**src/rtl/pak_pkg.sv**
```systemverilog
// Package for the panel annunciator: constants, key codes, event bus types.
// Assumes one 20 MHz clock and AXI4-Lite register access.
package pak_pkg;
	localparam int unsigned CLK_HZ        = 20000000;
	localparam int unsigned SIL_LOCK_S    = 10;
	localparam int unsigned MENU_IDLE_S   = 60;
	localparam int unsigned SIL_LOCK_CYC  = SIL_LOCK_S * CLK_HZ;
	localparam int unsigned MENU_IDLE_CYC = MENU_IDLE_S * CLK_HZ;
	localparam int unsigned BLINK_CYC     = CLK_HZ / 2;
	localparam int unsigned NCLS          = 4;
	localparam int unsigned NSRC          = 8;

	// Event classes
	localparam logic [1:0] CLS_ALARM = 2'h0;
	localparam logic [1:0] CLS_PRE   = 2'h1;
	localparam logic [1:0] CLS_TRB   = 2'h2;
	localparam logic [1:0] CLS_SUP   = 2'h3;

	// Key codes, 0x0..0x9 are digits
	localparam logic [3:0] KEY_ACK   = 4'hA;
	localparam logic [3:0] KEY_SIL   = 4'hB;
	localparam logic [3:0] KEY_RST   = 4'hC;
	localparam logic [3:0] KEY_SCRL  = 4'hD;
	localparam logic [3:0] KEY_BKSP  = 4'hE;
	localparam logic [3:0] KEY_ENTER = 4'hF;
	localparam logic [3:0] KEY_MENU  = 4'h0;

	// Register byte addresses
	localparam logic [7:0] REG_CTRL   = 8'h00;
	localparam logic [7:0] REG_STATUS = 8'h04;
	localparam logic [7:0] REG_LAMPS  = 8'h08;
	localparam logic [7:0] REG_VIEW   = 8'h0C;
	localparam logic [7:0] REG_ENTRY  = 8'h10;
	localparam logic [31:0] CTRL_RST  = 32'h0000_0000;

	// AXI responses
	localparam logic [1:0] RESP_OKAY   = 2'h0;
	localparam logic [1:0] RESP_SLVERR = 2'h2;

	// Lamp drive
	typedef enum logic [1:0] {
		PAK_OFF    = 2'h0,
		PAK_STEADY = 2'h1,
		PAK_FLASH  = 2'h2
	} pak_lamp_t;

	// Event report from a field device or internal monitor
	typedef struct packed {
		logic       valid;
		logic [1:0] cls;
		logic [2:0] src;
		logic       on;
	} pak_evt_t;

	// Key press strobe
	typedef struct packed {
		logic       valid;
		logic [3:0] code;
	} pak_key_t;

	// Menu operation states
	typedef enum logic [1:0] {
		PAK_ST_IDLE = 2'b01,
		PAK_ST_MENU = 2'b10
	} pak_state_t;
endpackage

```
**src/rtl/pak_annunciator.sv**
```systemverilog
// Annunciator top: keys, event tracking, lamps, silence, menu timer.
// Assumes key and event strobes are synchronous one-cycle pulses on
// core_clk_i; mains_good_i comes from a pin and is synchronised here.
//
// Local design decisions: the register addresses and the AXI4-Lite slave port.
`timescale 1ns/10ps
module pak_annunciator (
	input  wire logic              core_clk_i,
	input  wire logic              rst_n_i,
	input  wire pak_pkg::pak_key_t key_i,
	input  wire pak_pkg::pak_evt_t evt_i,
	input  wire logic              mains_good_i,
	input  wire logic [31:0]       s_axi_awaddr,
	input  wire logic              s_axi_awvalid,
	output logic                   s_axi_awready,
	input  wire logic [31:0]       s_axi_wdata,
	input  wire logic [3:0]        s_axi_wstrb,
	input  wire logic              s_axi_wvalid,
	output logic                   s_axi_wready,
	output logic [1:0]             s_axi_bresp,
	output logic                   s_axi_bvalid,
	input  wire logic              s_axi_bready,
	input  wire logic [31:0]       s_axi_araddr,
	input  wire logic              s_axi_arvalid,
	output logic                   s_axi_arready,
	output logic [31:0]            s_axi_rdata,
	output logic [1:0]             s_axi_rresp,
	output logic                   s_axi_rvalid,
	input  wire logic              s_axi_rready,
	output logic                   lamp_power_o,
	output logic                   lamp_alarm_o,
	output logic                   lamp_pre_o,
	output logic                   lamp_trouble_o,
	output logic                   lamp_sup_o,
	output logic                   lamp_silence_o,
	output logic                   buzzer_o,
	output logic                   silenceable_en_o,
	output logic                   menu_active_o,
	output logic [3:0]             menu_key_o,
	output logic                   menu_key_vld_o
);
	localparam int NS = pak_pkg::NSRC;

	// Reset release through two flops
	logic rst_s1_q, rst_n_q;
	always_ff @(posedge core_clk_i or negedge rst_n_i) begin
		if (!rst_n_i) begin
			rst_s1_q <= 1'b0;
			rst_n_q  <= 1'b0;
		end else begin
			rst_s1_q <= 1'b1;
			rst_n_q  <= rst_s1_q;
		end
	end

	// Mains-good pin synchroniser
	logic mains_s1_q, mains_q;
	always_ff @(posedge core_clk_i or negedge rst_n_q) begin
		if (!rst_n_q) begin
			mains_s1_q <= 1'b0;
			mains_q    <= 1'b0;
		end else begin
			mains_s1_q <= mains_good_i;
			mains_q    <= mains_s1_q;
		end
	end

	// Key decode
	logic k_ack, k_sil, k_rst, k_scrl, k_bksp, k_dig, k_ent;
	assign k_ack  = key_i.valid && key_i.code == pak_pkg::KEY_ACK;
	assign k_sil  = key_i.valid && key_i.code == pak_pkg::KEY_SIL;
	assign k_rst  = key_i.valid && key_i.code == pak_pkg::KEY_RST;
	assign k_scrl = key_i.valid && key_i.code == pak_pkg::KEY_SCRL;
	assign k_bksp = key_i.valid && key_i.code == pak_pkg::KEY_BKSP;
	assign k_ent  = key_i.valid && key_i.code == pak_pkg::KEY_ENTER;
	assign k_dig  = key_i.valid && key_i.code <= 4'h9;

	// Per class, per source: active, unacknowledged; per alarm source: off-report pending
	logic [NS-1:0] act_q   [pak_pkg::NCLS];
	logic [NS-1:0] unack_q [pak_pkg::NCLS];
	logic [NS-1:0] offpd_q;
	logic          alarm_latch_q;
	logic          all_acked, alarm_active, reset_ok, new_alarm;

	assign all_acked = (unack_q[0] | unack_q[1] | unack_q[2] | unack_q[3]
		| offpd_q) == '0;
	assign alarm_active = |act_q[pak_pkg::CLS_ALARM];
	assign reset_ok = k_rst && alarm_active == 1'b0
		&& unack_q[pak_pkg::CLS_ALARM] == '0 && offpd_q == '0;
	assign new_alarm = evt_i.valid && evt_i.on
		&& evt_i.cls == pak_pkg::CLS_ALARM;

	// Event tracking; a report arriving with an acknowledge is kept
	always_ff @(posedge core_clk_i or negedge rst_n_q) begin
		if (!rst_n_q) begin
			for (int c = 0; c < pak_pkg::NCLS; c++) begin
				act_q[c]   <= '0;
				unack_q[c] <= '0;
			end
			offpd_q       <= '0;
			alarm_latch_q <= 1'b0;
		end else begin
			if (k_ack) begin
				for (int c = 0; c < pak_pkg::NCLS; c++)
					unack_q[c] <= '0;
				offpd_q <= '0;
			end
			// A new alarm in the reset cycle keeps the lamp latched
			if (new_alarm)
				alarm_latch_q <= 1'b1;
			else if (reset_ok)
				alarm_latch_q <= 1'b0;
			if (evt_i.valid) begin
				act_q[evt_i.cls][evt_i.src] <= evt_i.on;
				if (evt_i.on)
					unack_q[evt_i.cls][evt_i.src] <= 1'b1;
				else if (evt_i.cls == pak_pkg::CLS_ALARM
					&& !unack_q[evt_i.cls][evt_i.src])
					offpd_q[evt_i.src] <= 1'b1;
			end
		end
	end

	// Shared blink generator
	logic [23:0] blink_cnt_q;
	logic        blink_q;
	always_ff @(posedge core_clk_i or negedge rst_n_q) begin
		if (!rst_n_q) begin
			blink_cnt_q <= '0;
			blink_q     <= 1'b0;
		end else if (blink_cnt_q == 24'(pak_pkg::BLINK_CYC - 1)) begin
			blink_cnt_q <= '0;
			blink_q     <= ~blink_q;
		end else begin
			blink_cnt_q <= blink_cnt_q + 24'h1;
		end
	end

	// Silence handling with lockout
	logic [27:0] sil_cnt_q;
	logic        sil_lock_q, silenced_q, sil_acc;
	assign sil_acc = k_sil && !sil_lock_q
		&& unack_q[pak_pkg::CLS_ALARM] == '0;
	always_ff @(posedge core_clk_i or negedge rst_n_q) begin
		if (!rst_n_q) begin
			sil_cnt_q  <= '0;
			sil_lock_q <= 1'b0;
		end else if (sil_acc) begin
			sil_cnt_q  <= 28'(pak_pkg::SIL_LOCK_CYC - 1);
			sil_lock_q <= 1'b1;
		end else if (sil_cnt_q != '0) begin
			sil_cnt_q <= sil_cnt_q - 28'h1;
		end else begin
			sil_lock_q <= 1'b0;
		end
	end
	always_ff @(posedge core_clk_i or negedge rst_n_q) begin
		if (!rst_n_q)
			silenced_q <= 1'b0;
		else if (reset_ok)
			silenced_q <= 1'b0;
		else if (sil_acc)
			silenced_q <= ~silenced_q;
	end

	// Menu operation, idle timer, scroll position and entry buffer
	pak_pkg::pak_state_t st_q;
	logic [30:0] idle_q;
	logic [2:0]  view_q;
	logic [15:0] entry_q;
	logic [2:0]  entry_n_q;
	always_ff @(posedge core_clk_i or negedge rst_n_q) begin
		if (!rst_n_q) begin
			st_q   <= pak_pkg::PAK_ST_IDLE;
			idle_q <= '0;
		end else begin
			unique case (st_q)
				pak_pkg::PAK_ST_IDLE: begin
					if (key_i.valid && key_i.code == pak_pkg::KEY_MENU
						&& !new_alarm) begin
						st_q   <= pak_pkg::PAK_ST_MENU;
						idle_q <= 31'(pak_pkg::MENU_IDLE_CYC - 1);
					end
				end
				pak_pkg::PAK_ST_MENU: begin
					if (new_alarm)
						st_q <= pak_pkg::PAK_ST_IDLE;
					else if (k_bksp && entry_n_q == '0)
						st_q <= pak_pkg::PAK_ST_IDLE;
					else if (key_i.valid)
						idle_q <= 31'(pak_pkg::MENU_IDLE_CYC - 1);
					else if (idle_q == '0)
						st_q <= pak_pkg::PAK_ST_IDLE;
					else
						idle_q <= idle_q - 31'h1;
				end
			endcase
		end
	end

	// Arrival order: older_q[i][j] is set when source i reported
	// before source j. A fresh on report makes its source the newest,
	// so scrolling outside the menu follows time of occurrence, not source number.
	logic [NS-1:0] older_q [NS];
	always_ff @(posedge core_clk_i or negedge rst_n_q) begin
		if (!rst_n_q) begin
			for (int i = 0; i < NS; i++)
				older_q[i] <= '0;
		end else if (evt_i.valid && evt_i.on) begin
			for (int i = 0; i < NS; i++)
				older_q[i][evt_i.src] <= 1'b1;
			older_q[evt_i.src] <= '0;
		end
	end

	// Scroll outside the menu: the oldest active source newer than the one on view;
	// past the newest it wraps round to the oldest active source
	logic [2:0]    nxt;
	logic          nxt_found, nxt_cand, old_cand;
	logic [NS-1:0] any_act;
	assign any_act = act_q[0] | act_q[1] | act_q[2] | act_q[3];
	always_comb begin
		nxt       = view_q;
		nxt_found = 1'b0;
		nxt_cand  = 1'b0;
		old_cand  = 1'b0;
		for (int j = 0; j < NS; j++) begin
			nxt_cand = any_act[j] && older_q[view_q][j];
			for (int k = 0; k < NS; k++)
				if (any_act[k] && older_q[view_q][k] && older_q[k][j])
					nxt_cand = 1'b0;
			if (nxt_cand && !nxt_found) begin
				nxt       = 3'(j);
				nxt_found = 1'b1;
			end
		end
		for (int j = 0; j < NS; j++) begin
			old_cand = any_act[j];
			for (int k = 0; k < NS; k++)
				if (any_act[k] && older_q[k][j])
					old_cand = 1'b0;
			if (old_cand && !nxt_found) begin
				nxt       = 3'(j);
				nxt_found = 1'b1;
			end
		end
	end
	always_ff @(posedge core_clk_i or negedge rst_n_q) begin
		if (!rst_n_q)
			view_q <= '0;
		else if (k_scrl && st_q == pak_pkg::PAK_ST_MENU)
			view_q <= view_q + 3'h1;
		else if (k_scrl)
			view_q <= nxt;
	end

	// Numeric entry buffer, backspace deletes the last digit
	always_ff @(posedge core_clk_i or negedge rst_n_q) begin
		if (!rst_n_q) begin
			entry_q   <= '0;
			entry_n_q <= '0;
		end else if (st_q != pak_pkg::PAK_ST_MENU || k_ent) begin
			entry_q   <= '0;
			entry_n_q <= '0;
		end else if (k_dig && entry_n_q != 3'h4) begin
			entry_q   <= {entry_q[11:0], key_i.code};
			entry_n_q <= entry_n_q + 3'h1;
		end else if (k_bksp && entry_n_q != '0) begin
			entry_q   <= {4'h0, entry_q[15:4]};
			entry_n_q <= entry_n_q - 3'h1;
		end
	end

	// Lamp state per class
	function automatic logic lamp(input logic [NS-1:0] u,
		input logic [NS-1:0] a, input logic b);
		lamp = (|u) ? b : (|a);
	endfunction

	// Registered outputs
	always_ff @(posedge core_clk_i or negedge rst_n_q) begin
		if (!rst_n_q) begin
			lamp_power_o     <= 1'b0;
			lamp_alarm_o     <= 1'b0;
			lamp_pre_o       <= 1'b0;
			lamp_trouble_o   <= 1'b0;
			lamp_sup_o       <= 1'b0;
			lamp_silence_o   <= 1'b0;
			buzzer_o         <= 1'b0;
			silenceable_en_o <= 1'b1;
			menu_active_o    <= 1'b0;
			menu_key_o       <= '0;
			menu_key_vld_o   <= 1'b0;
		end else begin
			lamp_power_o <= mains_q;
			lamp_alarm_o <= (|unack_q[0] || |offpd_q) ? blink_q
				: alarm_latch_q;
			lamp_pre_o     <= lamp(unack_q[1], act_q[1], blink_q);
			lamp_trouble_o <= lamp(unack_q[2], act_q[2], blink_q);
			lamp_sup_o     <= lamp(unack_q[3], act_q[3], blink_q);
			lamp_silence_o   <= silenced_q;
			buzzer_o         <= !all_acked;
			silenceable_en_o <= !silenced_q;
			menu_active_o    <= st_q == pak_pkg::PAK_ST_MENU;
			if (key_i.valid)
				menu_key_o <= key_i.code; // Holds the last key pressed
			menu_key_vld_o   <= key_i.valid
				&& st_q == pak_pkg::PAK_ST_MENU;
		end
	end

	// AXI4-Lite slave: one write and one read at a time
	logic        aw_q, w_q;
	logic [7:0]  awa_q;
	logic [31:0] wd_q, ctrl_q;
	always_ff @(posedge core_clk_i or negedge rst_n_q) begin
		if (!rst_n_q) begin
			aw_q <= 1'b0; w_q <= 1'b0; awa_q <= '0; wd_q <= '0;
			s_axi_awready <= 1'b1; s_axi_wready <= 1'b1;
			s_axi_bvalid <= 1'b0; s_axi_bresp <= pak_pkg::RESP_OKAY;
			ctrl_q <= pak_pkg::CTRL_RST;
		end else begin
			if (s_axi_awvalid && s_axi_awready) begin
				aw_q <= 1'b1; awa_q <= s_axi_awaddr[7:0];
				s_axi_awready <= 1'b0;
			end
			if (s_axi_wvalid && s_axi_wready) begin
				w_q <= 1'b1; wd_q <= s_axi_wdata;
				s_axi_wready <= 1'b0;
			end
			if (aw_q && w_q && !s_axi_bvalid) begin
				s_axi_bvalid <= 1'b1;
				aw_q <= 1'b0; w_q <= 1'b0;
				if (awa_q == pak_pkg::REG_CTRL) begin
					ctrl_q <= wd_q;
					s_axi_bresp <= pak_pkg::RESP_OKAY;
				end else if (awa_q == pak_pkg::REG_STATUS
					|| awa_q == pak_pkg::REG_LAMPS
					|| awa_q == pak_pkg::REG_VIEW
					|| awa_q == pak_pkg::REG_ENTRY)
					s_axi_bresp <= pak_pkg::RESP_OKAY;
				else
					s_axi_bresp <= pak_pkg::RESP_SLVERR;
			end
			if (s_axi_bvalid && s_axi_bready) begin
				s_axi_bvalid <= 1'b0;
				s_axi_awready <= 1'b1; s_axi_wready <= 1'b1;
			end
		end
	end

	// Read side; scratch control word is kept for software use
	always_ff @(posedge core_clk_i or negedge rst_n_q) begin
		if (!rst_n_q) begin
			s_axi_arready <= 1'b1; s_axi_rvalid <= 1'b0;
			s_axi_rdata <= '0; s_axi_rresp <= pak_pkg::RESP_OKAY;
		end else if (s_axi_arvalid && s_axi_arready) begin
			s_axi_arready <= 1'b0;
			s_axi_rvalid  <= 1'b1;
			s_axi_rresp   <= pak_pkg::RESP_OKAY;
			unique case (s_axi_araddr[7:0])
				pak_pkg::REG_CTRL:   s_axi_rdata <= ctrl_q;
				pak_pkg::REG_STATUS: s_axi_rdata <= {24'h0, mains_q,
					sil_lock_q, silenced_q, st_q == pak_pkg::PAK_ST_MENU,
					alarm_latch_q, alarm_active, all_acked, !all_acked};
				pak_pkg::REG_LAMPS:  s_axi_rdata <= {25'h0, buzzer_o,
					lamp_silence_o, lamp_sup_o, lamp_trouble_o,
					lamp_pre_o, lamp_alarm_o, lamp_power_o};
				pak_pkg::REG_VIEW:   s_axi_rdata <= {29'h0, view_q};
				pak_pkg::REG_ENTRY:  s_axi_rdata <= {13'h0, entry_n_q,
					entry_q};
				default: begin
					s_axi_rdata <= '0;
					s_axi_rresp <= pak_pkg::RESP_SLVERR;
				end
			endcase
		end else if (s_axi_rvalid && s_axi_rready) begin
			s_axi_rvalid  <= 1'b0;
			s_axi_arready <= 1'b1;
		end
	end
endmodule

```
**config.mk**
```make
export PLATFORM = sky130hd
export DESIGN_NAME = pak_annunciator
export DESIGN_NICKNAME = d
export VERILOG_FILES = /design/src/rtl/pak_pkg.sv /design/src/rtl/pak_annunciator.sv
export SDC_FILE = /design/constraint.sdc
export NUM_CORES = 1
export LEC_CHECK = 0
export BUFFER_PORTS_ARGS = -buffer_cell sky130_fd_sc_hd__buf_4
export CAP_MARGIN = 20
export CORE_ASPECT_RATIO = 1.4
export CORE_MARGIN = 4
export CORE_UTILIZATION = 30
export DETAILED_ROUTE_END_ITERATION = 16
export PLACE_DENSITY_LB_ADDON = 0.05
export SLEW_MARGIN = 20
export SYNTH_ARGS = -nofsm -noshare
export SYNTH_HDL_FRONTEND = slang
export SYNTH_SLANG_ARGS = --single-unit
```
**constraint.sdc**
```tcl
create_clock -name core_clk_i -period 14.07 [get_ports core_clk_i]
set_input_delay 4.221 -clock core_clk_i [delete_from_list [all_inputs] [get_ports core_clk_i]]
set_output_delay 4.221 -clock core_clk_i [all_outputs]
set_load 0.1 [all_outputs]
```
Word-level counts from Yosys, hierarchy flattened
Cells that the tools add are included.
Word-level totals
  word-level logic and storage cells: 599
  output and inout bits: 55
  bits of input ports: 120
  flip-flop bits (word level): 380
Cells by class
  $lt $le $gt $ge: 8
  add/subtract/negate cells: 6
  multiplexer cells: 232
  equality and inequality tests: 26
  reduce and logical (&&, ||, !) cells: 246
  bitwise operators: 25
Operators by type and width (number)
  $logic_and 1x1->1: 183
  $mux 1: 169
  $pmux 32 s5: 1
  $mux 31: 5
  $or 8x8->8: 16
  $mux 32: 3
  $mux 8: 10
  $reduce_or 8->1: 9
  $and 64x64->64: 1
  $not 64->64: 1
  $mux 3: 21
  $pmux 31 s2: 1
  $mux 28: 2
  $mux 16: 3
  $logic_not 8->1: 5
  $bwmux 32: 1
  $eq 8x4->1 const B: 4
  $or 32x32->32: 1
  $logic_not 31->1: 1
  $sub 31x1->31 const B: 1
  $reduce_bool 28->1: 1
  $sub 28x1->28 const B: 1
  $add 24x1->24 const B: 1
  $bmux 8 s3: 1
  41 further kinds: 101

Depth between registers and ports, before layout
Gate-level depths: netlist of run 1.
  depth after elaboration: 62
  depth in mapped cells: 12

Least setup slack after synthesis of run 1
No wires, ideal clock.
  kind: input port to flip-flop
  start: input evt_i[6] in the netlist's numbering
  end: register idle_q[28]
  buffers on the path: 3
  arrival time: 6.054 ns
  stages on the path: 10
  data required time: 13.992 ns
  setup slack: 7.938 ns
  cell sequence: and2_1 -> clkbuf_1 -> nand2_1 -> clkbuf_1 -> o221ai_1 -> o2bb2ai_1 -> or2_2 -> buf_2 -> or3_1 -> a21oi_1
Between the ends
  cells in the longest elaborated chain, start to end: 6
Ends and longest elaborated chain
  start, declared: RTL line pak_annunciator.sv:11  | input wire pak_pkg::pak_evt_t evt_i,
  $logic_and 1x1->1 *: RTL line pak_annunciator.sv:90  | assign new_alarm = evt_i.valid && evt_i.on
  $logic_and 1x1->1 *: RTL line pak_annunciator.sv:91  | && evt_i.cls == pak_pkg::CLS_ALARM;
  $logic_not 1->1: RTL line pak_annunciator.sv:180  | && !new_alarm) begin
  $logic_and 1x1->1: RTL line pak_annunciator.sv:180
  $ne 2x2->1 (no source line)
  $reduce_and 4->1 (no source line) *
  end signal, assigned: RTL line pak_annunciator.sv:182  | idle_q <= 31'(pak_pkg::MENU_IDLE_CYC - 1);
  end signal, assigned: RTL line pak_annunciator.sv:191  | idle_q <= 31'(pak_pkg::MENU_IDLE_CYC - 1);
  end signal, assigned: RTL line pak_annunciator.sv:195  | idle_q <= idle_q - 31'h1;
  end, declared: RTL line pak_annunciator.sv:168  | logic [30:0] idle_q;
Every way passes the cells marked *; elsewhere a longest branch is shown, timed or not.
A chain may end at the register's enable or synchronous reset.

Worst setup path after layout of run 1
  start: input evt_i[6] in the netlist's numbering
  end: register idle_q[27]
The elaborated chain is that of the path after synthesis.

==> metrics, run 1 <==
non-filler instance count after layout=2550; Clock Sinks=between 300 and 400; Crit Path Category=in -> reg; Final Skew=between 20 and 25 ps; clock insertion delay at the later pin of the skew report=~570 ps; peak supply drop=0.0738 mV; CTS H-tree depth=2; minimum clock period=around 6400 ps; register area share after synthesis=53.9%; RSZ-0062 raised after global routing=false; initial antenna violation count=1; Final Hold Fails=0; first-pass GRT wire length=~87000 um; Post-CTS Setup Inserts=0; RD Place Congestion=just under 0.9; total wire length after detailed routing=roughly 56000 um; via count=~13000; status=completed; Top FF cell, synth=dfrtp_1; fill count=5895; worst r2r src=view_q[2]; CTS tree=built; Multi-input gate area=7670 um^2; Chip Height=about 290 um; worst path cell trace=buf_4, and2_1, nand2_1, o221ai_1, o2bb2ai_1, buf_4, nor4_1, nand3b_1, xor2_1, nor2_1; vias in the first global route=13800; DR vias/cell=~5.3; die width=~210 um; Reg2Reg Depth=8; #FFs+latches synth=about 380; Rows=between 100 and 150; Critical Path AT=~6800 ps; largest net degree at the start of global routing=between 70 and 80; port bufs=120; Num CTS Buffers=43; most frequent cells in the layout=dfrtp_1, nor2_1, nand2_1; hold slack=311 ps; yosys warns=0; drt drc=0; MaxCap Viol Count=0; Max clock buf depth=3; Hold-fix buffers, CTS=0; Post-synth ARST share=100%; P_leak=8.74 nW; flop-to-flop setup slack=just over 10000 ps; period utilization=45.2%; Worst EP required=14480 ps; mapped cell area=17600 um^2; Min-Delay Path Class=reg -> async; Synth Area per Inst=roughly 10 um^2; startpoint types=primary input; PwrDens=around 170 nW/um^2; GRT overflow=0; crit path to=idle_q[27]; Crit path top cell by count=buf_4; most common cell after layout, fill and taps aside=dfrtp_1; delay of the slowest critical-path stage=between 600 and 700 ps; Place WS=~7000 ps; total power=approximately 3.4 mW; 1st-iter DRT viols=about 1000; Post-CTS Resized=0; Final Slew Violations=0; CP max FO=24; setup TNS=0 ps; core box area=57800 um^2; FF/Latch Area=9470 um^2; dpl cells=2476; clk root buf=clkbuf_16; Critical Path End Type=flip-flop; synth unique cells=between 80 and 90; First-pass DRT Iterations=6; Max Freq=roughly 0.16 GHz; IO Count=roughly 180; Initial Util=between 30% and 40%; layout cells sized above 1=17.9%; Mapped Cells=between 1500 and 2000; Post-synth EDFFs=0; transition time of the tightest slew-check pin=about 1100 ps; Die Area=62500 um^2; R2R Path End=view_q[1]; clk slew on worst S/H paths=roughly 60 ps; Crit-path slowest cell=nor4_1; post-DP HPWL=between 30000 and 40000 um; fin worst setup slack=around 7700 ps; Slew headroom=27.0%; antenna viol nets, final=0; area grow syn2layout=16.8%; crit path launch=evt_i[6]; Wirelength per Cell=around 22 um; Final Setup Violations=0; Nets=~1900; Total Routing Usage GR=roughly 18%
## synth_stat cells (5+ instances only)
library cell	number	area (um^2)
nand2b_1	8	50.1
or4_1	14	105
mux4_2	8	180
o41ai_1	12	105
clkbuf_1	59	221
xor2_1	22	193
a22oi_1	43	323
nand3_1	45	225
nand4_1	14	87.6
dfrtp_1	373	9330
a31oi_1	9	56.3
nand4b_1	8	70.1
buf_2	6	30.0
dfstp_2	5	131
nor4_1	38	238
nand2_1	175	657
a22o_1	40	350
inv_1	25	93.8
mux2i_1	45	450
and2_1	14	87.6
buf_1	8	30.0
a211oi_1	8	60.1
nor2_1	183	687
mux2_2	79	890
a21oi_1	45	225
nor2b_1	10	62.6
a2111oi_0	5	43.8
nor3_1	35	175
or3_1	31	194
and3_1	15	93.8
and4_1	14	123
o21ai_0	155	776
xnor2_1	26	228
or2_2	6	37.5
## worst max-delay path, delay by kind of cell
| family | cells | cell delay, ps |
|---|---|---|
| AOI/OAI and AO/OA | 2 | 380 |
| and+or+nand+nor | 5 | 1570 |
| xor gates and xnor gates | 1 | 160 |
| buffers and inverters | 2 | 390 |
## final cells by class
type	count	share of cell area, %
Sequential cell	378	46.2
Multi-Input combinational cell	1193	37.4
Clock buffer	66	6.01
Timing Repair Buffer	137	5.05
Tap cell	742	4.53
Inverter	27	0.494
Clock inverter	6	0.299
Antenna cell	1	0.0122
## stage by stage
stage | utilization [%] | instance area [um^2]
floorplan | - | 17600
global placement | 33.2 | 19200
detailed placement | 33.2 | 19200
CTS | 35.4 | 20500
global route | 35.5 | 20500
finish | 35.5 | 20500
## sequential cells by signal (all words and copies together), names as in the netlist, 2 cells and up, named ones only
signal and count:
sil_cnt_q 28, older_q 56, wd_q 32, offpd_q 8
menu_key_o 4, view_q 3, entry_n_q 3, unack_q 32
s_axi_rdata 32, entry_q 16, act_q 32, awa_q 8
blink_cnt_q 24, st_q 2, ctrl_q 32, idle_q 31
## worst min path at each step
stage / from / endpoint / slack [ps]
after CTS: rst_n_q / unack_q[21] / 350
after detailed placement: rst_n_q / unack_q[21] / 340
after global placement: rst_s1_q / rst_n_q / 330
final: rst_n_q / unack_q[5] / 310
after global routing: rst_s1_q / rst_n_q / 350
after floorplan: mains_s1_q / mains_q / 330
## where the power goes
part	total [mW]	internal [mW]	leakage [nW]	switching, mW
logic	0.848	0.349	3.43	0.499
clock network	1.07	0.617	0.630	0.456
registers	1.50	1.29	4.69	0.215
total	3.42	2.25	8.74	1.17
## cells by family after synthesis
kind of cell | synth area share, %
AO/OA/AOI/OAI | 13.9
XOR/XNOR | 2.39
adder cells (fa/ha/maj) | 0.399
buffers and inverters | 2.68
flip-flops | 53.9
multiplexers | 8.91
other | 0.0428
AND/OR/NAND/NOR | 17.7
## per-layer routing
metal  wire length, um  track usage (%)  vias up
met5                 0                0        -
met3              2330             2.94       89
met4              1740             5.66        0
li1                  -                -     6303
met2             28800             31.8      312
met1             22900             21.7     6779
Power figures use the tool's default switching activity.
==> run 2, diff against run 1 <==
clock period = 6.3 ns   (was 14.07 ns; I/O delays follow)
==> run 2 against run 1 <==
- sequential share of layout area decreased by 0.34 points
- largest cell class unchanged
- final cell count increased by 0.31%
- sequential power grew 120%
- combinational power up 120%
- non-clock buffer count is 5 higher
- critical path depth decreased by 1
- clock power grew 140%
- largest power group unchanged
==> metrics, run 2 (synthesized netlist as in run 1, its figures left out) <==
status=completed; Final Slew Violations=0; die width=about 210 um; startpoint types=primary input; IO Count=~180; MaxCap Viol Count=0; number of flip-flops in the largest register=56; crit path launch=evt_i[6]; Critical Path AT=approximately 4500 ps; Clock Sinks=378; most flop-heavy register=older_q; crit path to=idle_q[10]; R2R Path End=view_q[1]; Max Freq=0.247 GHz; via count=about 14000; cell area after layout=between 20000 and 25000 um^2; peak supply drop=around 0.19 mV; Total Routing Usage GR=between 15 and 20%; P_leak=~8.8 nW; drt drc=0; fill count=5911; Final Skew=roughly 11 ps; Min-Delay Path Class=reg -> async; post-DP HPWL=slightly below 40000 um; Reg2Reg Depth=8; Ant. Diodes=0; First-pass DRT Iterations=5; Initial Util=between 30% and 40%; Final Setup Violations=0; Worst EP required=~6800 ps; flop-to-flop setup slack=around 2600 ps; Final Hold Fails=0; 1st-iter DRT viols=1011; setup TNS=0 ps; minimum clock period=~4000 ps; Max clock buf depth=3; hold slack=between 200 and 300 ps; most frequent cells in the layout=dfrtp_1, nor2_1, nand2_1; first-pass GRT wire length=around 86000 um; antenna viol nets, final=0; total wire length after detailed routing=approximately 56000 um; CTS tree=built; CTS H-tree depth=2; port bufs=120; PwrDens=378 nW/um^2; GRT overflow=0; DR vias/cell=roughly 5.3; Chip Height=roughly 300 um; CP max FO=14; Critical Path End Type=flip-flop; initial antenna violation count=0; most common cell after layout, fill and taps aside=dfrtp_1; clk slew on worst S/H paths=about 60 ps; layout cells sized above 1=18.3%; area grow syn2layout=17.6%; Nets=approximately 1900; Final Util=a little over a third; RSZ-0062 raised after global routing=false; Hold-fix buffers, CTS=0; core box area=57800 um^2; Die Area=roughly 63000 um^2; vias in the first global route=13900; DP Area=around 19000 um^2; Wirelength per Cell=21.7 um; worst r2r src=view_q[1]; Post-CTS Resized=0; RD Place Congestion=~0.88; Num CTS Buffers=44; largest net degree at the start of global routing=150; transition time of the tightest slew-check pin=~1100 ps; period utilization=between 60 and 70%; total power=just under 8 mW; Slew headroom=28.0%; clock insertion delay at the later pin of the skew report=~570 ps; Rows=104; Post-CTS Setup Inserts=0; clk root buf=clkbuf_16; Crit Path Category=in -> reg
[run 2: worst min-delay path by stage]
stage / start / to / slack [ps]
final: rst_n_q / blink_cnt_q[10] / 250
after global routing: rst_n_q / blink_cnt_q[15] / 300
after CTS: rst_n_q / blink_cnt_q[0] / 270
after detailed placement: rst_n_q / blink_cnt_q[10] / 270
after global placement: rst_n_q / blink_cnt_q[12] / 260
after floorplan: rst_s1_q / rst_n_q / 330
[run 2: metrics by stage]
stage | setup slack (ps) | instances
2_1_floorplan | 133 | 1680
3_3_place_gp | 1700 | 2481
3_5_place_dp | 1630 | 2481
4_1_cts | 2210 | 2557
5_1_grt | 2050 | 2558
6_report | 2260 | 2558
[run 2: cell type report]
| class | count | area (um^2) | area share, % |
|---|---|---|---|
| clock buffers | 64 | 1280 | 6.19 |
| clock inverters | 12 | 153 | 0.739 |
| inverters | 27 | 101 | 0.491 |
| multi-input cells | 1193 | 7640 | 37.0 |
| flip-flops and latches | 378 | 9470 | 45.9 |
| well taps | 742 | 928 | 4.50 |
| repair buffers | 142 | 1080 | 5.22 |
[run 2: per-layer routing]
layer / routed length (um) / global-route usage, %
met3: 2250 / 2.80
met4: 1880 / 5.91
met5: 0 / 0
met1: 23700 / 22.5
met2: 27600 / 30.4
[run 2: where the power goes]
group,switching (mW),internal (mW)
clock network,1.05,1.53
registers,0.475,2.87
logic,1.11,0.785
total,2.63,5.18
[run 2: critical path, stage by stage]
cell and delay [ps]:
buf_4 170, and2_1 270, nand2_1 410, o221ai_1 220, o2bb2ai_1 300, buf_4 240
nor2_1 700, nand2_1 90, o21ai_0 220
==> run 3, diff against run 2 <==
ABC_AREA = 1   (was default)
clock period = 3.76 ns   (was 6.3 ns; I/O delays follow)
==> run 3 against run 2 <==
- die area rose by 4.8%
- sequential share of layout area fell by 3.1 points
- non-clock buffer count rose by 41
- global-route usage rose by 1.1 points
- via count rose by 19%
- register-to-register slack got worse by 2100 ps
- worst hold slack improved by 50 ps
- clock skew rose by 10 ps
- clock-buffer cell count fell by 5
- core utilization rose by 0.58 points
- sequential power rose by 61%
- critical endpoint is now view_q[0]
==> metrics, run 3 <==
status=completed; minimum clock period=roughly 3300 ps; Final Hold Fails=0; Slew headroom=39.2%; PwrDens=approximately 650 nW/um^2; startpoint types=flip-flop; Worst EP required=~4200 ps; Crit Path Category=reg -> reg; clk slew on worst S/H paths=around 60 ps; total wire length after detailed routing=between 60000 and 70000 um; die width=approximately 220 um; most frequent cells after synthesis=nand2_1, inv_1, dfrtp_1; #FFs+latches synth=between 300 and 400; Post-synth ARST share=100%; peak supply drop=approximately 0.37 mV; P_leak=about 11 nW; synth unique cells=57; First-pass DRT Iterations=7; Final Slew Violations=0; Chip Height=approximately 300 um; mapped cell area=18400 um^2; CTS tree=built; first-pass GRT wire length=roughly 97000 um; Initial Util=between 30% and 40%; Post-synth EDFFs=0; largest net degree at the start of global routing=105; top-count cell post-synth=nand2_1; DP Area=20600 um^2; Num CTS Buffers=44; core box area=slightly above 60000 um^2; period utilization=86.8%; most frequent cells in the layout=nand2_1, inv_1, dfrtp_1; antenna viol nets, final=0; yosys warns=0; Post-CTS Resized=0; setup TNS=0 ps; post-DP HPWL=approximately 46000 um; most flop-heavy register=older_q; CTS H-tree depth=2; transition time of the tightest slew-check pin=903 ps; cell area after layout=between 20000 and 25000 um^2; port bufs=120; Top FF cell, synth=dfrtp_1; Nets=2607; number of flip-flops in the largest register=56; Clock Sinks=around 380; Post-CTS Setup Inserts=0; Min-Delay Path Class=reg -> async; Ant. Diodes=0; RD Place Congestion=between 0.9 and 1; vias in the first global route=between 15000 and 20000; Total Routing Usage GR=a little under a fifth; post-synth top area cell=dfrtp_1; Max Freq=0.306 GHz; CP max FO=9; register area share after synthesis=approximately 51%; Final Skew=21.6 ps; Mapped Cells=~2300; initial antenna violation count=0; Hold-fix buffers, CTS=0; Die Area=approximately 66000 um^2; IO Count=~180; MaxCap Viol Count=0; Max clock buf depth=3; clock insertion delay at the later pin of the skew report=570 ps; clk root buf=clkbuf_16; Final Setup Violations=0; Critical Path End Type=flip-flop; most common cell after layout, fill and taps aside=nand2_1; Rows=about 110; GRT overflow=0; Critical Path AT=3710 ps; via count=16100; Area contributors post-synth=dfrtp_1, nand2_1, o21ai_0, inv_1, nor2_1; area grow syn2layout=20.1%; drt drc=0; DR vias/cell=between 4 and 5; RSZ-0062 raised after global routing=false; post-synth top area share=50.7%; Wirelength per Cell=18.4 um; 1st-iter DRT viols=around 1200; Synth Area per Inst=between 7 and 8 um^2; layout cells sized above 1=between 10% and 20%
[run 3: changes by cell type in the layout (fill, tap and decap cells not counted), sizes merged, moves of 47 or more]
cell,before,now
inv,27,381
o21ai,156,291
nor2,184,236
nand4,14,66
mux2,83,0
nand3,45,113
a21oi,46,93
nand2,175,487
[run 3: critical path, cell delays in order, from the launching register on]
cell      delay [ps]
dfrtp_1          400
nor2_1           160
nand3_1          390
a211oi_1         330
o211ai_1         230
nor4_1           740
inv_1            140
nand4_2          170
nor2_4            60
o41ai_2          120
nand2_2          120
nand2_2          120
inv_2             50
nor2_2            80
nor2_2            50
[run 3: through the flow]
stage | hold WS, ps | instances | util, % | power, mW | setup WS [ps]
after floorplan | 331 | 2318 | - | 8.43 | 40.5
after global placement | 316 | 3253 | 33.8 | 9.86 | 159
after global routing | 293 | 3333 | 36.3 | 15.4 | 246
after detailed placement | 324 | 3253 | 33.8 | 9.89 | 169
final | 302 | 3333 | 36.3 | 14.5 | 496
after CTS | 286 | 3333 | 36.3 | 14.7 | 524
[run 3: power breakdown]
group          leakage, nW  switching [mW]  internal (mW)
Sequential            4.70           0.501           4.89
Clock                0.772            1.79           2.86
Combinational         5.13            3.08           1.34
Total                 10.6            5.38           9.09
[run 3: routing by layer]
layer	track usage [%]	routed length [um]	up-vias
li1	-	-	7881
met1	22.5	25300	7827
met5	0	0	-
met4	6.91	2370	0
met2	33.9	31700	300
met3	2.47	2110	108
[run 3: logic make-up (layout without fill, tap and decap cells)]
logic type	after synthesis	after routing	synth area share (%)
other	2	3	0.0408
and+or+nand+nor	995	995	24.0
adders and majority gates	5	5	0.380
xor gates and xnor gates	14	14	0.665
AOI/OAI and AO/OA	473	473	14.0
buffers and inverters	450	648	9.53
DFF	378	378	51.4
[run 3: final timing paths]
| kind | end | startpoint | slack (ps) | depth (start not counted) |
|---|---|---|---|---|
| setup / recovery | view_q[0] | act_q[24] | 500 | 14 |
| hold / removal | sil_cnt_q[27] | rst_n_q | 300 | 0 |
| setup reg to reg | view_q[0] | act_q[24] | 500 | 14 |
| hold reg to reg | sil_cnt_q[27] | rst_n_q | 300 | 0 |
| max in group asynchronous | blink_cnt_q[10] | rst_n_q | 2430 | 1 |
| min in group core_clk_i | mains_q | mains_s1_q | 350 | 0 |
[run 3: final cells by class]
class | count | area (um^2)
timing repair buffer | 183 | 1410
multi-input combinational | 1490 | 7220
clock inverter | 21 | 323
fill | 6431 | 38800
clock buffer | 59 | 1240
inverter | 385 | 1450
tap | 817 | 1020
sequential | 378 | 9470
